**src/fab_pkg.sv**
```systemverilog
// Purpose: shared constants for the flash address and buffer register group
// Assumes: 16-bit word-addressed register port, offsets are word addresses
// Notes:   design offsets, field positions and reset values live here; bench and checker use literals

package fab_pkg;

  // ----------------------------------------------------------------
  // register offsets (word addresses)
  // ----------------------------------------------------------------
  localparam logic [15:0] FAB_OFS_VERSION_INFO = 16'hf002;
  localparam logic [15:0] FAB_OFS_PAGE_BUF_CAP = 16'hf003;
  localparam logic [15:0] FAB_OFS_START_BUF_CAP = 16'hf004;
  localparam logic [15:0] FAB_OFS_BUFFER_COUNTS = 16'hf005;
  localparam logic [15:0] FAB_OFS_ARRAY_ARRAY_CELL_TYPE = 16'hf006;
  localparam logic [15:0] FAB_OFS_SRC_BLOCK = 16'hf100;
  localparam logic [15:0] FAB_OFS_SPARE_A = 16'hf101;
  localparam logic [15:0] FAB_OFS_CB_BLOCK = 16'hf102;
  localparam logic [15:0] FAB_OFS_CB_PAGE_SECTOR = 16'hf103;
  localparam logic [15:0] FAB_OFS_SPARE_B = 16'hf104;
  localparam logic [15:0] FAB_OFS_SPARE_C = 16'hf105;
  localparam logic [15:0] FAB_OFS_SPARE_D = 16'hf106;
  localparam logic [15:0] FAB_OFS_SRC_PAGE_SECTOR = 16'hf107;
  localparam logic [15:0] FAB_OFS_BUF_SELECT_COUNT = 16'hf200;
  localparam logic [15:0] FAB_OFS_WALK_STATUS = 16'hf201;

  // ----------------------------------------------------------------
  // constant register contents
  // ----------------------------------------------------------------
  localparam logic [15:0] FAB_VAL_PAGE_BUF_CAP = 16'h0800;
  localparam logic [15:0] FAB_VAL_START_BUF_CAP = 16'h0200;
  localparam logic [15:0] FAB_VAL_BUFFER_COUNTS = 16'h0201;
  localparam logic [15:0] FAB_VAL_ARRAY_ARRAY_CELL_TYPE = 16'h0000;
  localparam logic [15:0] FAB_VAL_RESERVED = 16'h0000;

  // ----------------------------------------------------------------
  // reset values of the writable registers
  // ----------------------------------------------------------------
  localparam logic [15:0] FAB_RST_SRC_BLOCK = 16'h0000;
  localparam logic [15:0] FAB_RST_CB_BLOCK = 16'h0000;
  localparam logic [15:0] FAB_RST_CB_PAGE_SECTOR = 16'h0000;
  localparam logic [15:0] FAB_RST_SRC_PAGE_SECTOR = 16'h0000;
  localparam logic [15:0] FAB_RST_BUF_SELECT_COUNT = 16'h0000;

  // ----------------------------------------------------------------
  // field widths and positions
  // ----------------------------------------------------------------
  localparam int FAB_BLOCK_W = 9;
  localparam int FAB_PAGE_W = 6;
  localparam int FAB_SECTOR_W = 2;
  localparam int FAB_SEL_W = 4;
  localparam int FAB_CNT_W = 2;
  localparam int FAB_LEFT_W = 3;
  localparam int FAB_BLOCK_LSB = 0;
  localparam int FAB_PAGE_LSB = 2;
  localparam int FAB_SECTOR_LSB = 0;
  localparam int FAB_SEL_LSB = 8;
  localparam int FAB_CNT_LSB = 0;
  localparam int FAB_SEL_MEM_BIT = 3;
  localparam int FAB_SEL_BANK_BIT = 2;
  localparam int FAB_ST_BUSY_BIT = 15;
  localparam int FAB_ST_CLAMP_BIT = 14;
  localparam int FAB_ST_SECTOR_LSB = 8;
  localparam int FAB_ST_LEFT_LSB = 0;

  // code 00 of the sector count stands for a full page of sectors
  localparam logic [2:0] FAB_FULL_PAGE_SECTORS = 3'h4;

endpackage : fab_pkg

```
**src/fab_regs.sv**
```systemverilog
// Purpose: host register group holding flash and buffer ram addresses
// Assumes: plain word-addressed port, read data one cycle after the strobe
// Notes:   the operation engine drives op_start and sector_done on clk_sys

// Notes on behaviour
// - page buffer capacity reads 0800h always: two buffers of 1024 words.
// - startup buffer capacity reads 0200h always: one buffer of 512 words.
// - buffer counts reads 0201h: two page buffers high, one startup low.
// - array technology reads 0000h, single level cell; 0001h would be multi.
// - source block register holds a 9-bit block index, upper bits zero.
// - copy-back block register holds a 9-bit destination block index.
// - copy-back page/sector holds 6-bit page over 2-bit sector, reset zero.
// - source page/sector holds 6-bit start page over 2-bit start sector.
// - sector count codes 1..3 mean that many sectors, code 00 means four.
// - multi-sector walk steps only low two select bits, wrapping 11 to 00 in page memory, 01 to 00 in startup memory.
// - select bit 3 picks memory kind, bit 2 page bank, bits 1:0 sector.
// - startup memory allows sectors 0 and 1, page memory 0 through 3.
// - buffer select register resets to 0000h; reserved bits read zero.
module fab_regs
  import fab_pkg::*;
(
  input wire logic clk_sys,
  input wire logic resetn,
  input wire logic [15:0] reg_addr,
  input wire logic [15:0] reg_wdata,
  input wire logic reg_wr,
  input wire logic reg_rd,
  output logic [15:0] reg_rdata,
  input wire logic op_start,
  input wire logic sector_done,
  output logic [8:0] src_block_index,
  output logic [5:0] src_page_index,
  output logic [1:0] src_sector_index,
  output logic [8:0] dest_block_index,
  output logic [5:0] dest_page_index,
  output logic [1:0] dest_sector_index,
  output logic [3:0] ram_sector_select,
  output logic [1:0] ram_sector_count,
  output logic [3:0] ram_sector,
  output logic ram_is_page_memory,
  output logic ram_page_bank,
  output logic [1:0] ram_sector_in_buffer,
  output logic [2:0] sectors_left,
  output logic xfer_busy,
  output logic xfer_finished
);

  // ----------------------------------------------------------------
  // state
  // ----------------------------------------------------------------
  typedef struct packed {
    logic [8:0] src_block_index;
    logic [8:0] dest_block_index;
    logic [5:0] dest_page_index;
    logic [1:0] dest_sector_index;
    logic [5:0] src_page_index;
    logic [1:0] src_sector_index;
    logic [3:0] ram_sector_select;
    logic [1:0] ram_sector_count;
    logic [15:0] rdata;
  } fab_regs_state_t;

  fab_regs_state_t st;
  fab_regs_state_t next_st;

  // walker outputs, all registered inside the walker
  logic [3:0] walk_sector;
  logic [2:0] walk_left;
  logic walk_busy;
  logic walk_finished;
  logic walk_clamped;

  // write strobes per writable register
  logic wr_src_block;
  logic wr_cb_block;
  logic wr_cb_page_sector;
  logic wr_src_page_sector;
  logic wr_buf_select;

  // read value gathered before it is registered
  logic [15:0] read_value;

  // ----------------------------------------------------------------
  // helpers
  // ----------------------------------------------------------------
  // page over sector layout shared by source and copy-back registers
  function automatic logic [15:0] pack_page_sector(
    input logic [5:0] page,
    input logic [1:0] sector
  );
    pack_page_sector = 16'h0000;
    pack_page_sector[FAB_PAGE_LSB +: FAB_PAGE_W] = page;
    pack_page_sector[FAB_SECTOR_LSB +: FAB_SECTOR_W] = sector;
  endfunction : pack_page_sector

  // nine-bit block index in the low bits, the rest zero
  function automatic logic [15:0] pack_block(input logic [8:0] block);
    pack_block = 16'h0000;
    pack_block[FAB_BLOCK_LSB +: FAB_BLOCK_W] = block;
  endfunction : pack_block

  // ----------------------------------------------------------------
  // write decode
  // ----------------------------------------------------------------
  // only the five writable registers get a strobe; everything else,
  // constants and reserved slots alike, simply has no write path
  assign wr_src_block = reg_wr && (reg_addr == FAB_OFS_SRC_BLOCK);
  assign wr_cb_block = reg_wr && (reg_addr == FAB_OFS_CB_BLOCK);
  assign wr_cb_page_sector = reg_wr && (reg_addr == FAB_OFS_CB_PAGE_SECTOR);
  assign wr_src_page_sector = reg_wr && (reg_addr == FAB_OFS_SRC_PAGE_SECTOR);
  assign wr_buf_select = reg_wr && (reg_addr == FAB_OFS_BUF_SELECT_COUNT);

  // ----------------------------------------------------------------
  // read decode
  // ----------------------------------------------------------------
  // unmapped and reserved words answer zero rather than floating data
  always_comb begin
    read_value = FAB_VAL_RESERVED;
    case (reg_addr)
      FAB_OFS_VERSION_INFO: begin
        read_value = FAB_VAL_RESERVED;
      end
      FAB_OFS_PAGE_BUF_CAP: begin
        read_value = FAB_VAL_PAGE_BUF_CAP;
      end
      FAB_OFS_START_BUF_CAP: begin
        read_value = FAB_VAL_START_BUF_CAP;
      end
      FAB_OFS_BUFFER_COUNTS: begin
        read_value = FAB_VAL_BUFFER_COUNTS;
      end
      FAB_OFS_ARRAY_ARRAY_CELL_TYPE: begin
        read_value = FAB_VAL_ARRAY_ARRAY_CELL_TYPE;
      end
      FAB_OFS_SRC_BLOCK: begin
        read_value = pack_block(st.src_block_index);
      end
      FAB_OFS_CB_BLOCK: begin
        read_value = pack_block(st.dest_block_index);
      end
      FAB_OFS_CB_PAGE_SECTOR: begin
        read_value = pack_page_sector(st.dest_page_index,
                                      st.dest_sector_index);
      end
      FAB_OFS_SRC_PAGE_SECTOR: begin
        read_value = pack_page_sector(st.src_page_index,
                                      st.src_sector_index);
      end
      FAB_OFS_BUF_SELECT_COUNT: begin
        // reserved bits between and above the fields stay zero
        read_value[FAB_SEL_LSB +: FAB_SEL_W] = st.ram_sector_select;
        read_value[FAB_CNT_LSB +: FAB_CNT_W] = st.ram_sector_count;
      end
      FAB_OFS_WALK_STATUS: begin
        // live view of the sector walk for software polling
        read_value[FAB_ST_BUSY_BIT] = walk_busy;
        read_value[FAB_ST_CLAMP_BIT] = walk_clamped;
        read_value[FAB_ST_SECTOR_LSB +: FAB_SEL_W] = walk_sector;
        read_value[FAB_ST_LEFT_LSB +: FAB_LEFT_W] = walk_left;
      end
      FAB_OFS_SPARE_A, FAB_OFS_SPARE_B, FAB_OFS_SPARE_C, FAB_OFS_SPARE_D: begin
        read_value = FAB_VAL_RESERVED;
      end
      default: begin
        read_value = FAB_VAL_RESERVED;
      end
    endcase
  end

  // ----------------------------------------------------------------
  // next state
  // ----------------------------------------------------------------
  // read data stands only in the cycle after the strobe, zero otherwise,
  // so a stale value can never be mistaken for a fresh answer
  always_comb begin
    next_st = st;
    next_st.rdata = reg_rd ? read_value : 16'h0000;
    if (wr_src_block) begin
      next_st.src_block_index = reg_wdata[FAB_BLOCK_LSB +: FAB_BLOCK_W];
    end
    if (wr_cb_block) begin
      next_st.dest_block_index = reg_wdata[FAB_BLOCK_LSB +: FAB_BLOCK_W];
    end
    if (wr_cb_page_sector) begin
      next_st.dest_page_index = reg_wdata[FAB_PAGE_LSB +: FAB_PAGE_W];
      next_st.dest_sector_index = reg_wdata[FAB_SECTOR_LSB +: FAB_SECTOR_W];
    end
    if (wr_src_page_sector) begin
      next_st.src_page_index = reg_wdata[FAB_PAGE_LSB +: FAB_PAGE_W];
      next_st.src_sector_index = reg_wdata[FAB_SECTOR_LSB +: FAB_SECTOR_W];
    end
    if (wr_buf_select) begin
      // stored as written; the startup sector limit is applied by the walk
      next_st.ram_sector_select = reg_wdata[FAB_SEL_LSB +: FAB_SEL_W];
      next_st.ram_sector_count = reg_wdata[FAB_CNT_LSB +: FAB_CNT_W];
    end
  end

  // ----------------------------------------------------------------
  // state register
  // ----------------------------------------------------------------
  always_ff @(posedge clk_sys or negedge resetn) begin
    if (!resetn) begin
      st.src_block_index <= FAB_RST_SRC_BLOCK[FAB_BLOCK_LSB +: FAB_BLOCK_W];
      st.dest_block_index <= FAB_RST_CB_BLOCK[FAB_BLOCK_LSB +: FAB_BLOCK_W];
      st.dest_page_index <= FAB_RST_CB_PAGE_SECTOR[FAB_PAGE_LSB +: FAB_PAGE_W];
      st.dest_sector_index <= FAB_RST_CB_PAGE_SECTOR[FAB_SECTOR_LSB +: FAB_SECTOR_W];
      st.src_page_index <= FAB_RST_SRC_PAGE_SECTOR[FAB_PAGE_LSB +: FAB_PAGE_W];
      st.src_sector_index <= FAB_RST_SRC_PAGE_SECTOR[FAB_SECTOR_LSB +: FAB_SECTOR_W];
      st.ram_sector_select <= FAB_RST_BUF_SELECT_COUNT[FAB_SEL_LSB +: FAB_SEL_W];
      st.ram_sector_count <= FAB_RST_BUF_SELECT_COUNT[FAB_CNT_LSB +: FAB_CNT_W];
      st.rdata <= 16'h0000;
    end else begin
      st <= next_st;
    end
  end

  // ----------------------------------------------------------------
  // sector walk
  // ----------------------------------------------------------------
  // the host is trusted to start an operation only after the walker has cleared
  // the busy flag, so op_start is never expected mid-walk
  fab_sector_walker u_walker (
    .clk_sys(clk_sys),
    .resetn(resetn),
    .op_start(op_start),
    .sector_done(sector_done),
    .start_select(st.ram_sector_select),
    .start_count(st.ram_sector_count),
    .ram_sector(walk_sector),
    .sectors_left(walk_left),
    .busy(walk_busy),
    .finished(walk_finished),
    .clamped(walk_clamped)
  );

  // ----------------------------------------------------------------
  // outputs
  // ----------------------------------------------------------------
  // register contents for the operation engine
  assign reg_rdata = st.rdata;
  assign src_block_index = st.src_block_index;
  assign src_page_index = st.src_page_index;
  assign src_sector_index = st.src_sector_index;
  assign dest_block_index = st.dest_block_index;
  assign dest_page_index = st.dest_page_index;
  assign dest_sector_index = st.dest_sector_index;
  assign ram_sector_select = st.ram_sector_select;
  assign ram_sector_count = st.ram_sector_count;

  // decoded view of the current buffer ram sector
  assign ram_sector = walk_sector;
  assign ram_is_page_memory = walk_sector[FAB_SEL_MEM_BIT];
  assign ram_page_bank = walk_sector[FAB_SEL_BANK_BIT];
  assign ram_sector_in_buffer = walk_sector[1:0];
  assign sectors_left = walk_left;
  assign xfer_busy = walk_busy;
  assign xfer_finished = walk_finished;

endmodule : fab_regs

```
**src/fab_sector_walker.sv**
```systemverilog
// Purpose: walks the buffer ram sector address during a multi-sector transfer
// Assumes: op_start and sector_done come from logic on clk_sys
// Notes:   settings are snapshotted at start, so later writes do not disturb

module fab_sector_walker
  import fab_pkg::*;
(
  input wire logic clk_sys,
  input wire logic resetn,
  input wire logic op_start,
  input wire logic sector_done,
  input wire logic [3:0] start_select,
  input wire logic [1:0] start_count,
  output logic [3:0] ram_sector,
  output logic [2:0] sectors_left,
  output logic busy,
  output logic finished,
  output logic clamped
);

  // ----------------------------------------------------------------
  // state
  // ----------------------------------------------------------------
  typedef enum logic {WALK_IDLE, WALK_RUN} fab_walk_fsm_t;

  typedef struct packed {
    fab_walk_fsm_t fsm;
    logic [3:0] sel;
    logic [2:0] left;
    logic done;
    logic clamp;
  } fab_walk_state_t;

  fab_walk_state_t st;
  fab_walk_state_t next_st;

  // count code to number of sectors, 00 meaning four
  function automatic logic [2:0] sectors_of(input logic [1:0] code);
    sectors_of = (code == 2'h0) ? FAB_FULL_PAGE_SECTORS : {1'b0, code};
  endfunction : sectors_of

  // startup memory only has sectors 0 and 1, page memory 0 to 3
  function automatic logic [3:0] legal_sector(input logic [3:0] sel);
    legal_sector = sel;
    if (!sel[FAB_SEL_MEM_BIT]) begin
      legal_sector[1] = 1'b0;
    end
  endfunction : legal_sector

  // advance only the low sector bits; the memory select bits stay put
  function automatic logic [3:0] step_sector(input logic [3:0] sel);
    step_sector = {sel[3:2], sel[1:0] + 2'h1};
    step_sector = legal_sector(step_sector);
  endfunction : step_sector

  // ----------------------------------------------------------------
  // next state
  // ----------------------------------------------------------------
  always_comb begin
    next_st = st;
    next_st.done = 1'b0;
    case (st.fsm)
      WALK_IDLE: begin
        if (op_start) begin
          next_st.fsm = WALK_RUN;
          next_st.sel = legal_sector(start_select);
          next_st.clamp = ~start_select[FAB_SEL_MEM_BIT] & start_select[1];
          next_st.left = sectors_of(start_count);
        end
      end
      WALK_RUN: begin
        // a start while running is ignored: one operation at a time
        if (sector_done) begin
          if (st.left == 3'h1) begin
            next_st.fsm = WALK_IDLE;
            next_st.left = 3'h0;
            next_st.done = 1'b1;
          end else begin
            next_st.left = st.left - 3'h1;
            next_st.sel = step_sector(st.sel);
          end
        end
      end
      default: begin
        next_st.fsm = WALK_IDLE;
      end
    endcase
  end

  always_ff @(posedge clk_sys or negedge resetn) begin
    if (!resetn) begin
      st <= '{fsm: WALK_IDLE, sel: 4'h0, left: 3'h0, done: 1'b0, clamp: 1'b0};
    end else begin
      st <= next_st;
    end
  end

  assign ram_sector = st.sel;
  assign sectors_left = st.left;
  assign busy = (st.fsm == WALK_RUN);
  assign finished = st.done;
  assign clamped = st.clamp;

endmodule : fab_sector_walker

```
**config.mk**
```make
export PLATFORM = sky130hd
export DESIGN_NAME = fab_regs
export DESIGN_NICKNAME = d
export VERILOG_FILES = /design/src/fab_pkg.sv /design/src/fab_regs.sv /design/src/fab_sector_walker.sv
export SDC_FILE = /design/constraint.sdc
export NUM_CORES = 1
export LEC_CHECK = 0
export BUFFER_PORTS_ARGS = -buffer_cell sky130_fd_sc_hd__clkbuf_2
export CAP_MARGIN = 40
export CORE_MARGIN = 5
export CORE_UTILIZATION = 45
export DETAILED_ROUTE_END_ITERATION = 8
export GPL_ROUTABILITY_DRIVEN = 0
export PLACE_DENSITY = 0.77
export REMOVE_ABC_BUFFERS = 1
export SLEW_MARGIN = 15
export SYNTH_ARGS = -nofsm -noshare
export SYNTH_HDL_FRONTEND = slang
export SYNTH_SLANG_ARGS = --single-unit
```
**constraint.sdc**
```tcl
create_clock -name clk_sys -period 1.5 [get_ports clk_sys]
set_input_delay 0.15 -clock clk_sys [delete_from_list [all_inputs] [get_ports clk_sys]]
set_output_delay 0.15 -clock clk_sys [all_outputs]
set_load 0.02 [all_outputs]
```
==> impl_metrics.tcl, run 1 <==
set metrics [dict create \
    n_fill_cell 577 \
    yosysTopAreaCell "dfrtp_1" \
    p_leak_nw 2.192 \
    dp_hpwl_um 6344 \
    cts_buffers 9 \
    grt_max_degree 49 \
    power.share.clock_pct 34.7 \
    synth_ff_type "dfrtp_1" \
    ant_nets 0 \
    crit_type "reg2reg" \
    antenna_found_initial 0 \
    ys_types 44 \
    synth_compound_area_share_pct 6.220 \
    cts_tree "built" \
    cpLargestDelayFamily "compound AO/OA/AOI/OAI gates" \
    pin_count 107 \
    yosys_warnings 0 \
    synth_edf_count 0 \
    initialDrtViolationCount 124 \
    max_stage_delay_ns 0.39 \
    grt_pass1_wl_um 13430 \
    clk_pin_slew_ns 0.07 \
    drt-wirelength-per-cell_um 17.16 \
    drive_gt1_share_pct 50.25 \
    p_total_mw 4.102 \
    die_area_sq_mm 0.008793 \
    clockBufferDepth 2 \
    synth_seq_cells 64 \
    wirelength_um 8409 \
    slowest_stage "dfrtp_1" \
    ir_drop_uv 493.7 \
    setup_viol 0 \
    first_pass_iters 4 \
    diodes 0 \
    rsz0062_at_grt "false" \
    cp.required_ns 1.72 \
    path_max_fanout 3 \
    initial_core_util_pct 46.48 \
    synth_mux_area_share_pct 22.35 \
    seqPwrFrac_pct 45.7 \
    post_cts_buffers 0 \
    synth_top_family_by_area "multiplexers" \
    drc 0 \
    status "complete, no violations" \
    max_clock_freq_mhz 720.0 \
    dieWidth_um 93.77 \
    rows 30 \
    vias 2591 \
    final_cell_count_no_fill 490 \
    viasPerCell 5.288 \
    p_int_mw 2.887 \
    layout.nets 429 \
    worstPathCellList "ha_1 -> nand2b_1 -> a31oi_2 -> a32o_1 -> a41o_1" \
    gr-total-overflow 0 \
    ys_async_sr_fraction_pct 100.0 \
    hold_viol 0 \
    fin_skew_ns 0.009157 \
    fin_crit_sh_pct 92.60 \
    synth_xor_area_share_pct 0 \
    synth_top_area_share_pct 50.71 \
    clk_latency_ns 0.34 \
    drv_slew 0 \
    min_path_type "in2reg" \
    cts_root_buf "clkbuf_8" \
    portBuffers 100 \
    ys_top_cells_by_area "dfrtp_1 51%, mux2_2 11%, mux2i_1 6.7%" \
    p_sw_share_pct 29.62 \
    comb_power_share_pct 19.6 \
    synth.avg_cell_area_sq_um 12.15 \
    period_minus_slack_ns 1.389 \
    syn_to_final_growth_pct 30.51 \
    critPathCaptureType "register" \
    cp-start-kind "register" \
    synthAdderAreaFrac_pct 0.7924 \
    synth-simple-area-share_pct 15.25 \
    grt_pass1_vias 2568 \
    ys_seq_area_share_pct 50.71 \
    path_buf_inv 0 \
    maxCapViolCount 0 \
    grt_usage_pct 19.99 \
    post-place-cells 473 \
    power_density_mw_per_mm2 995.2 \
    core_area_sq_mm 0.006794 \
    die_h_um 93.77 \
    switchingPower_mw 1.215 \
    h-tree-depth 3 \
    cts_sinks 64 \
    syn-cell-area_sq_mm 0.003158 \
    syn_inst 260 \
    cp.arrival_ns 1.61 \
]
## per-stage QoR
stage	TNS, ns	util [%]	setup slack (ns)	hold slack, ns	instance area, sq um
detailed placement	-5.059	57.66	-0.1780	0.1180	3918
global route	0	60.66	0.004605	0.009012	4121
global placement	-4.686	57.66	-0.1592	0.1120	3918
finish	0	60.66	0.1110	0.02365	4121
floorplan	-1.468	-	-0.1413	-0.1456	3029
CTS	0	60.57	0.01815	0.009989	4115
## path summary, 6_finish.rpt
| path | from | cells after the start | end | slack, ns |
|---|---|---|---|---|
| worst max-delay path | u_walker.sectors_left[0]$_DFFE_PN0P_ | 5 | u_walker.ram_sector[1]$_DFFE_PN0P_ | 0.11 |
| worst min-delay path | reg_wdata[11] | 2 | ram_sector_select[3]$_DFFE_PN0P_ | 0.02 |
| worst max register to register | u_walker.sectors_left[0]$_DFFE_PN0P_ | 5 | u_walker.ram_sector[1]$_DFFE_PN0P_ | 0.11 |
| worst min register to register | u_walker.clamped$_DFFE_PN0P_ | 2 | u_walker.clamped$_DFFE_PN0P_ | 0.48 |
| max in group asynchronous | resetn | 3 | reg_rdata[0]$_DFF_PN0_ | 0.61 |
| min in group asynchronous | resetn | 2 | reg_rdata[5]$_DFF_PN0_ | 0.28 |
## layer usage
layer / wire, um / up-vias / global-route usage, %
met4: 97 / 0 / 6.739
li1: - / 1190 / -
met2: 4170 / 97 / 32.35
met1: 3687 / 1296 / 26.52
met3: 453 / 8 / 4.407
met5: 0 / - / 0
## cells in the mapped netlist, drive strengths merged (4+ instances only)
cell    instances
and2            4
clkbuf          9
buf             9
nand3           8
o22ai           6
nand2          17
o22a            5
nand4           5
mux2           41
nor2b           4
o21ai           4
dfrtp          64
nand2b          4
nor2           22
mux2i          21
## timing repair
action | 4_1_cts | 5_1_grt
hold buffers | 1 | 0
hold endpoints to repair | 16 | 0
resized for setup | 0 | 1
setup endpoints to repair | 0 | 1
## cell usage in the layout, fill, tap and decap left out, types with 3 or more instances in the layout
cell type | netlist | final
nand4_1 | 5 | 5
dfrtp_1 | 64 | 64
nand3_1 | 7 | 7
nand2b_1 | 4 | 4
and2_1 | 4 | 4
inv_1 | 3 | 3
nand2_1 | 17 | 17
o21ai_0 | 4 | 4
o21a_1 | 3 | 3
mux2_4 | 9 | 9
clkbuf_8 | 3 | 9
nor2_1 | 19 | 19
buf_4 | 7 | 33
nor2b_1 | 4 | 4
o22ai_1 | 6 | 6
mux2i_1 | 21 | 21
mux2_2 | 31 | 31
a221o_1 | 3 | 3
o22a_1 | 5 | 5
clkinv_2 | 0 | 3
clkbuf_2 | 0 | 100
nor2_2 | 3 | 3
## power by group through the flow
stage | Combinational (mW) | Sequential (mW) | Clock, mW
3_3_place_gp | 0.771 | 1.90 | 0
4_1_cts | 0.799 | 1.87 | 1.44
5_1_grt | 0.887 | 1.89 | 1.53
3_5_place_dp | 0.790 | 1.91 | 0
2_1_floorplan | 0.285 | 2.01 | 0
6_report | 0.805 | 1.87 | 1.42
## layout make-up
type	count	area (sq um)	share of cell area [%]
sequential	64	1602	38.86
multi-input combinational	176	1423	34.52
timing repair buffer	135	778.2	18.88
clock buffer	10	127.6	3.097
tap	96	120.1	2.914
clock inverter	6	60.06	1.457
inverter	3	11.26	0.2732
## sequential cells by signal, summed over array words and instances (netlist names), 2 cells and up
name,cells
u_walker.sectors_left,3
ram_sector_select,4
src_sector_index,2
dest_page_index,6
dest_sector_index,2
src_block_index,9
reg_rdata,14
u_walker.ram_sector,4
ram_sector_count,2
dest_block_index,9
src_page_index,6
## cells by family (layout without fill, tap and decap cells)
kind of cell    after synthesis  count (layout)
fa+ha+maj                     2               2
mux                          62              62
buf+inv                      21             154
compound gates               27              27
simple gates                 83              83
other cells                   1               2
flops                        64              64
Power figures use the tool's default switching activity.
==> inputs of run 2 (changes only) <==
==> constraint.sdc (replaced) <==
create_clock -name clk_sys -period 1.5 [get_ports clk_sys]
set_input_delay 0.225 -clock clk_sys [delete_from_list [all_inputs] [get_ports clk_sys]]
set_output_delay 0.225 -clock clk_sys [all_outputs]
set_load 0.02 [all_outputs]
==> impl_metrics.tcl, run 2 (same netlist as run 1, synthesis figures left out) <==
set metrics [dict create \
    critPathCaptureType "register" \
    setup_slack_ns 0.06846 \
    portBuffers 100 \
    r2r_end "u_walker.ram_sector[1]$_DFFE_PN0P_" \
    status "complete, no violations" \
    crit_type "in2reg" \
    n_fill_cell 541 \
    maxCapViolCount 0 \
    grt_max_degree 65 \
    initial_core_util_pct 46.48 \
    drc 0 \
    largest_register_ffs 14 \
    dieWidth_um 93.77 \
    r2r_start "u_walker.sectors_left[1]$_DFFE_PN0P_" \
    rrSetupSlack_ns 0.11 \
    seqCellArea_sq_mm 0.001602 \
    min_path_type "in2reg" \
    h-tree-depth 3 \
    setup_viol 0 \
    max_clock_freq_mhz 698.5 \
    final_common_cell "clkbuf_2" \
    met3WireLength_um 557 \
    rows 30 \
    comb_power_share_pct 18.9 \
    wl_met2_um 4330 \
    hold_viol 0 \
    first_pass_iters 4 \
    p_leak_nw 2.224 \
    cp.required_ns 1.72 \
    grt_pass1_vias 2725 \
    clk_pin_slew_ns 0.07 \
    wirelength_um 8567 \
    gr-total-overflow 0 \
    core_area_sq_mm 0.006794 \
    initialDrtViolationCount 147 \
    die_area_sq_mm 0.008793 \
    cts_buffers 9 \
    period_minus_slack_ns 1.432 \
    clockBufferDepth 2 \
    switchingPower_mw 1.196 \
    drv_slew 0 \
    post_cts_buffers 0 \
    path_max_fanout 9 \
    drt-wirelength-per-cell_um 17.45 \
    die_h_um 93.77 \
    cts_root_buf "clkbuf_8" \
    fin_crit_sh_pct 95.44 \
    final_util_pct 61.42 \
    p_sw_share_pct 27.52 \
    cp.arrival_ns 1.65 \
    endpoint "src_block_index[2]$_DFFE_PN0P_" \
    diodes 0 \
    viasPerCell 5.257 \
    antenna_found_initial 0 \
    grt_usage_pct 20.34 \
    top_layer "met4" \
    r2r_cells 6 \
    place_ws_ns -0.2591 \
    final_cell_count_no_fill 491 \
    post-place-cells 475 \
    power_density_mw_per_mm2 1042 \
    drive_gt1_share_pct 50.38 \
    clk_latency_ns 0.34 \
    fin_skew_ns 0.005238 \
    crit_path_start "reg_addr[9]" \
    ant_nets 0 \
    vias 2581 \
    cts_sinks 64 \
    power.share.clock_pct 37.9 \
    layout_common_cells "100 x clkbuf_2, 64 x dfrtp_1, 34 x buf_4, 31 x mux2_2, 21 x mux2i_1" \
    layout.nets 431 \
    p_int_mw 3.151 \
    pin_count 107 \
    dp_hpwl_um 6381 \
    m1WireLength_um 3537 \
    multiInputGateArea_sq_mm 0.001423 \
    ir_drop_uv 621.2 \
    grt_pass1_wl_um 13790 \
    syn_to_final_growth_pct 32.13 \
    seqPwrFrac_pct 43.2 \
    cts_tree "built" \
    cp-start-kind "input port" \
]
[run 2: layer usage]
layer | track usage, % | vias to the layer above
met5 | 0 | -
met4 | 9.146 | 0
met3 | 4.567 | 11
met2 | 33.00 | 94
met1 | 25.87 | 1280
li1 | - | 1196
[run 2: critical path, cell delays in order]
cell and delay (ns):
clkbuf_2 0.12, nor4_4 0.36, nand3_2 0.12, or3_1 0.35, buf_6 0.17, mux2_4 0.30
[run 2: through the flow]
step             TNS, ns  power (mW)  hold WS [ns]  instance area [sq um]
3_5_place_dp      -8.875       2.702        0.2689                   3933
2_1_floorplan     -2.906       2.300      -0.07059                   3029
6_report               0       4.347       0.09543                   4173
4_1_cts                0       4.365       0.08115                   4163
5_1_grt        -0.003950       4.545       0.08767                   4173
3_3_place_gp      -8.235       2.678        0.2637                   3933
[run 2: layout make-up]
type / instances / share of cell area, %
flip-flops and latches: 64 / 38.38
well taps: 96 / 2.879
clock inverters: 3 / 1.559
inverters: 3 / 0.2699
multi-input cells: 176 / 34.09
repair buffers: 137 / 19.10
clock buffers: 12 / 3.718
[run 2: worst min-delay path by stage]
stage	from	end	slack, ns	depth (start not counted)
after floorplan	resetn	dest_block_index[0]$_DFFE_PN0P_	-0.07	0
after global placement	resetn	dest_page_index[2]$_DFFE_PN0P_	0.26	2
after detailed placement	resetn	dest_page_index[2]$_DFFE_PN0P_	0.27	2
after CTS	reg_wdata[11]	ram_sector_select[3]$_DFFE_PN0P_	0.08	2
after global routing	reg_wdata[11]	ram_sector_select[3]$_DFFE_PN0P_	0.09	2
final	reg_wdata[11]	ram_sector_select[3]$_DFFE_PN0P_	0.1	2
[run 2: what timing repair did]
| item | in CTS | in global routing |
|---|---|---|
| hold buffers | 1 | 0 |
| endpoints found under the setup margin | 0 | 5 |
| endpoints found under the hold margin | 64 | 0 |
| gates resized for setup | 0 | 2 |
[run 2: power by group through the flow]
stage / registers [mW] / clock network (mW) / logic, mW
3_5_place_dp: 1.90 / 0 / 0.799
3_3_place_gp: 1.90 / 0 / 0.775
5_1_grt: 1.89 / 1.76 / 0.895
2_1_floorplan: 2.01 / 0 / 0.285
4_1_cts: 1.87 / 1.68 / 0.813
6_report: 1.88 / 1.65 / 0.821
==> inputs of run 3 (changes only) <==
Settings changed: ABC_AREA from default to 1, ABC_CLOCK_PERIOD_IN_PS from default to 1500, CORE_UTILIZATION 45 to 46, PLACE_DENSITY 0.77 to 0.78, SKIP_CTS_REPAIR_TIMING from default to 1.
==> impl_metrics.tcl, run 3 <==
set metrics [dict create \
    synth_ff_type "dfrtp_1" \
    p_total_mw 4.855 \
    place_area_sq_mm 0.003916 \
    gr-total-overflow 0 \
    wirelength_um 8830 \
    p_leak_nw 2.457 \
    dieWidth_um 93.58 \
    clk_pin_slew_ns 0.08 \
    min_from "reg_wdata[9]" \
    drt-wirelength-per-cell_um 14.22 \
    final_area_sq_mm 0.004199 \
    die_h_um 93.58 \
    yosys_warnings 0 \
    final_common_cell "nand2_1" \
    yosysMostFrequentCell "nand2_1" \
    holdWs_ns 0.08849 \
    clk_latency_ns 0.35 \
    ys_top_cells_by_area "dfrtp_1 50%, nand2_1 17%, o21ai_1 5.3%" \
    h-tree-depth 3 \
    ys_async_sr_fraction_pct 100.0 \
    pin_count 107 \
    clockBufferDepth 2 \
    cp.required_ns 1.78 \
    critPathCaptureType "register" \
    power_density_mw_per_mm2 1156 \
    min_path_type "in2reg" \
    path_max_fanout 3 \
    ir_drop_uv 510.2 \
    cp-start-kind "register" \
    ys_seq_area_share_pct 49.84 \
    yosysTopAreaCell "dfrtp_1" \
    ant_nets 0 \
    drive_gt1_share_pct 33.14 \
    crit_path_start "u_walker.sectors_left[1]$_DFFE_PN0P_" \
    cts_buffers 9 \
    cp.arrival_ns 1.72 \
    cts_root_buf "clkbuf_8" \
    syn_inst 400 \
    place_ws_ns -0.01672 \
    cts_sinks 64 \
    grt_pass1_wl_um 14050 \
    viasPerCell 4.961 \
    diodes 0 \
    synth_edf_count 0 \
    layout.nets 560 \
    first_pass_iters 5 \
    synth_seq_cells 64 \
    max_clock_freq_mhz 693.8 \
    antenna_found_initial 0 \
    comb_power_share_pct 21.4 \
    fin_crit_sh_pct 96.09 \
    die_area_sq_mm 0.008756 \
    grt_usage_pct 20.46 \
    p_int_mw 3.379 \
    cts_tree "built" \
    r2r_start "u_walker.sectors_left[1]$_DFFE_PN0P_" \
    hold_viol 0 \
    core_area_sq_mm 0.006794 \
    rows 30 \
    largest_register_ffs 14 \
    setup_slack_ns 0.05861 \
    layout_common_cells "146 x nand2_1, 100 x clkbuf_2, 64 x dfrtp_1, 34 x o21ai_1, 30 x nor2_1" \
    drc 0 \
    seqPwrFrac_pct 40.6 \
    dp_hpwl_um 6463 \
    portBuffers 100 \
    crit_type "reg2reg" \
    period_minus_slack_ns 1.441 \
    drv_slew 0 \
    fin_skew_ns 0.01138 \
    switchingPower_mw 1.476 \
    grt_pass1_vias 3012 \
    synthTopCellsByCount "146 x nand2_1, 64 x dfrtp_1, 34 x o21ai_1" \
    syn-cell-area_sq_mm 0.003213 \
    maxCapViolCount 0 \
    power.share.clock_pct 37.9 \
    initial_core_util_pct 47.29 \
    synth_top_area_share_pct 49.84 \
    setup_viol 0 \
    vias 3081 \
    status "complete, no violations" \
    syn_to_final_growth_pct 30.69 \
    grt_max_degree 65 \
    p_sw_share_pct 30.40 \
    ys_types 29 \
    initialDrtViolationCount 161 \
    synth.avg_cell_area_sq_um 8.033 \
]
## run 3: logic make-up after synthesis
| family | Yosys count | synth area share (%) |
|---|---|---|
| fa+ha+maj | 2 | 0.7787 |
| buf+inv | 50 | 7.632 |
| xor+xnor | 1 | 0.2726 |
| simple gates | 228 | 32.32 |
| flops | 64 | 49.84 |
| other cells | 1 | 0.1167 |
| compound gates | 54 | 9.034 |
## run 3: power groups by stage
stage          clock network, mW  logic, mW  registers (mW)
6_report                    1.84       1.04            1.97
2_1_floorplan                  0      0.345            2.18
3_5_place_dp                   0      0.952            2.01
5_1_grt                     1.93       1.13            1.99
4_1_cts                     1.84      0.959            1.98
3_3_place_gp                   0      0.928            2.00
## run 3: worst max-delay path, cell delays in order (launching register included)
cell and delay (ns):
dfrtp_1 0.38, inv_1 0.07, ha_1 0.13, inv_1 0.05, nor2_1 0.14, nor2_2 0.07, nor2_2 0.15, nor2_2 0.07
nor2_1 0.10, o21ai_0 0.10, o21ai_1 0.09
## run 3: layer usage
layer,track usage (%),share of wire (%)
met1,25.43,41
met5,0,0
met2,34.31,49
met3,5.632,8.5
met4,6.980,2.0
## run 3: path summary, 6_finish.rpt
check                      depth (start not counted)                                  to  slack, ns
setup / recovery                                  10  u_walker.ram_sector[1]$_DFFE_PN0P_       0.06
hold / removal                                     3    ram_sector_select[1]$_DFFE_PN0P_       0.09
setup reg to reg                                  10  u_walker.ram_sector[1]$_DFFE_PN0P_       0.06
hold reg to reg                                    2     dest_block_index[8]$_DFFE_PN0P_       0.51
max in group asynchronous                          3      dest_page_index[4]$_DFFE_PN0P_       0.77
min in group asynchronous                          3             u_walker.busy$_DFF_PN0_       0.42
## run 3: cell type report
class                      instances  area, sq um
clock inverter                     5        103.9
timing repair buffer             123        713.2
multi-input combinational        287         1383
tap                               96        120.1
clock buffer                      11        141.4
sequential                        64         1602
fill                             595         2595
inverter                          35        136.4
## run 3: per-stage QoR
stage | utilization [%] | setup TNS (ns) | cells
final | 61.80 | 0 | 621
after global routing | 61.80 | -0.01232 | 621
after CTS | 61.25 | 0 | 618
after detailed placement | 57.64 | -0.01837 | 602
after global placement | 57.64 | 0 | 602
after floorplan | - | -0.1823 | 386
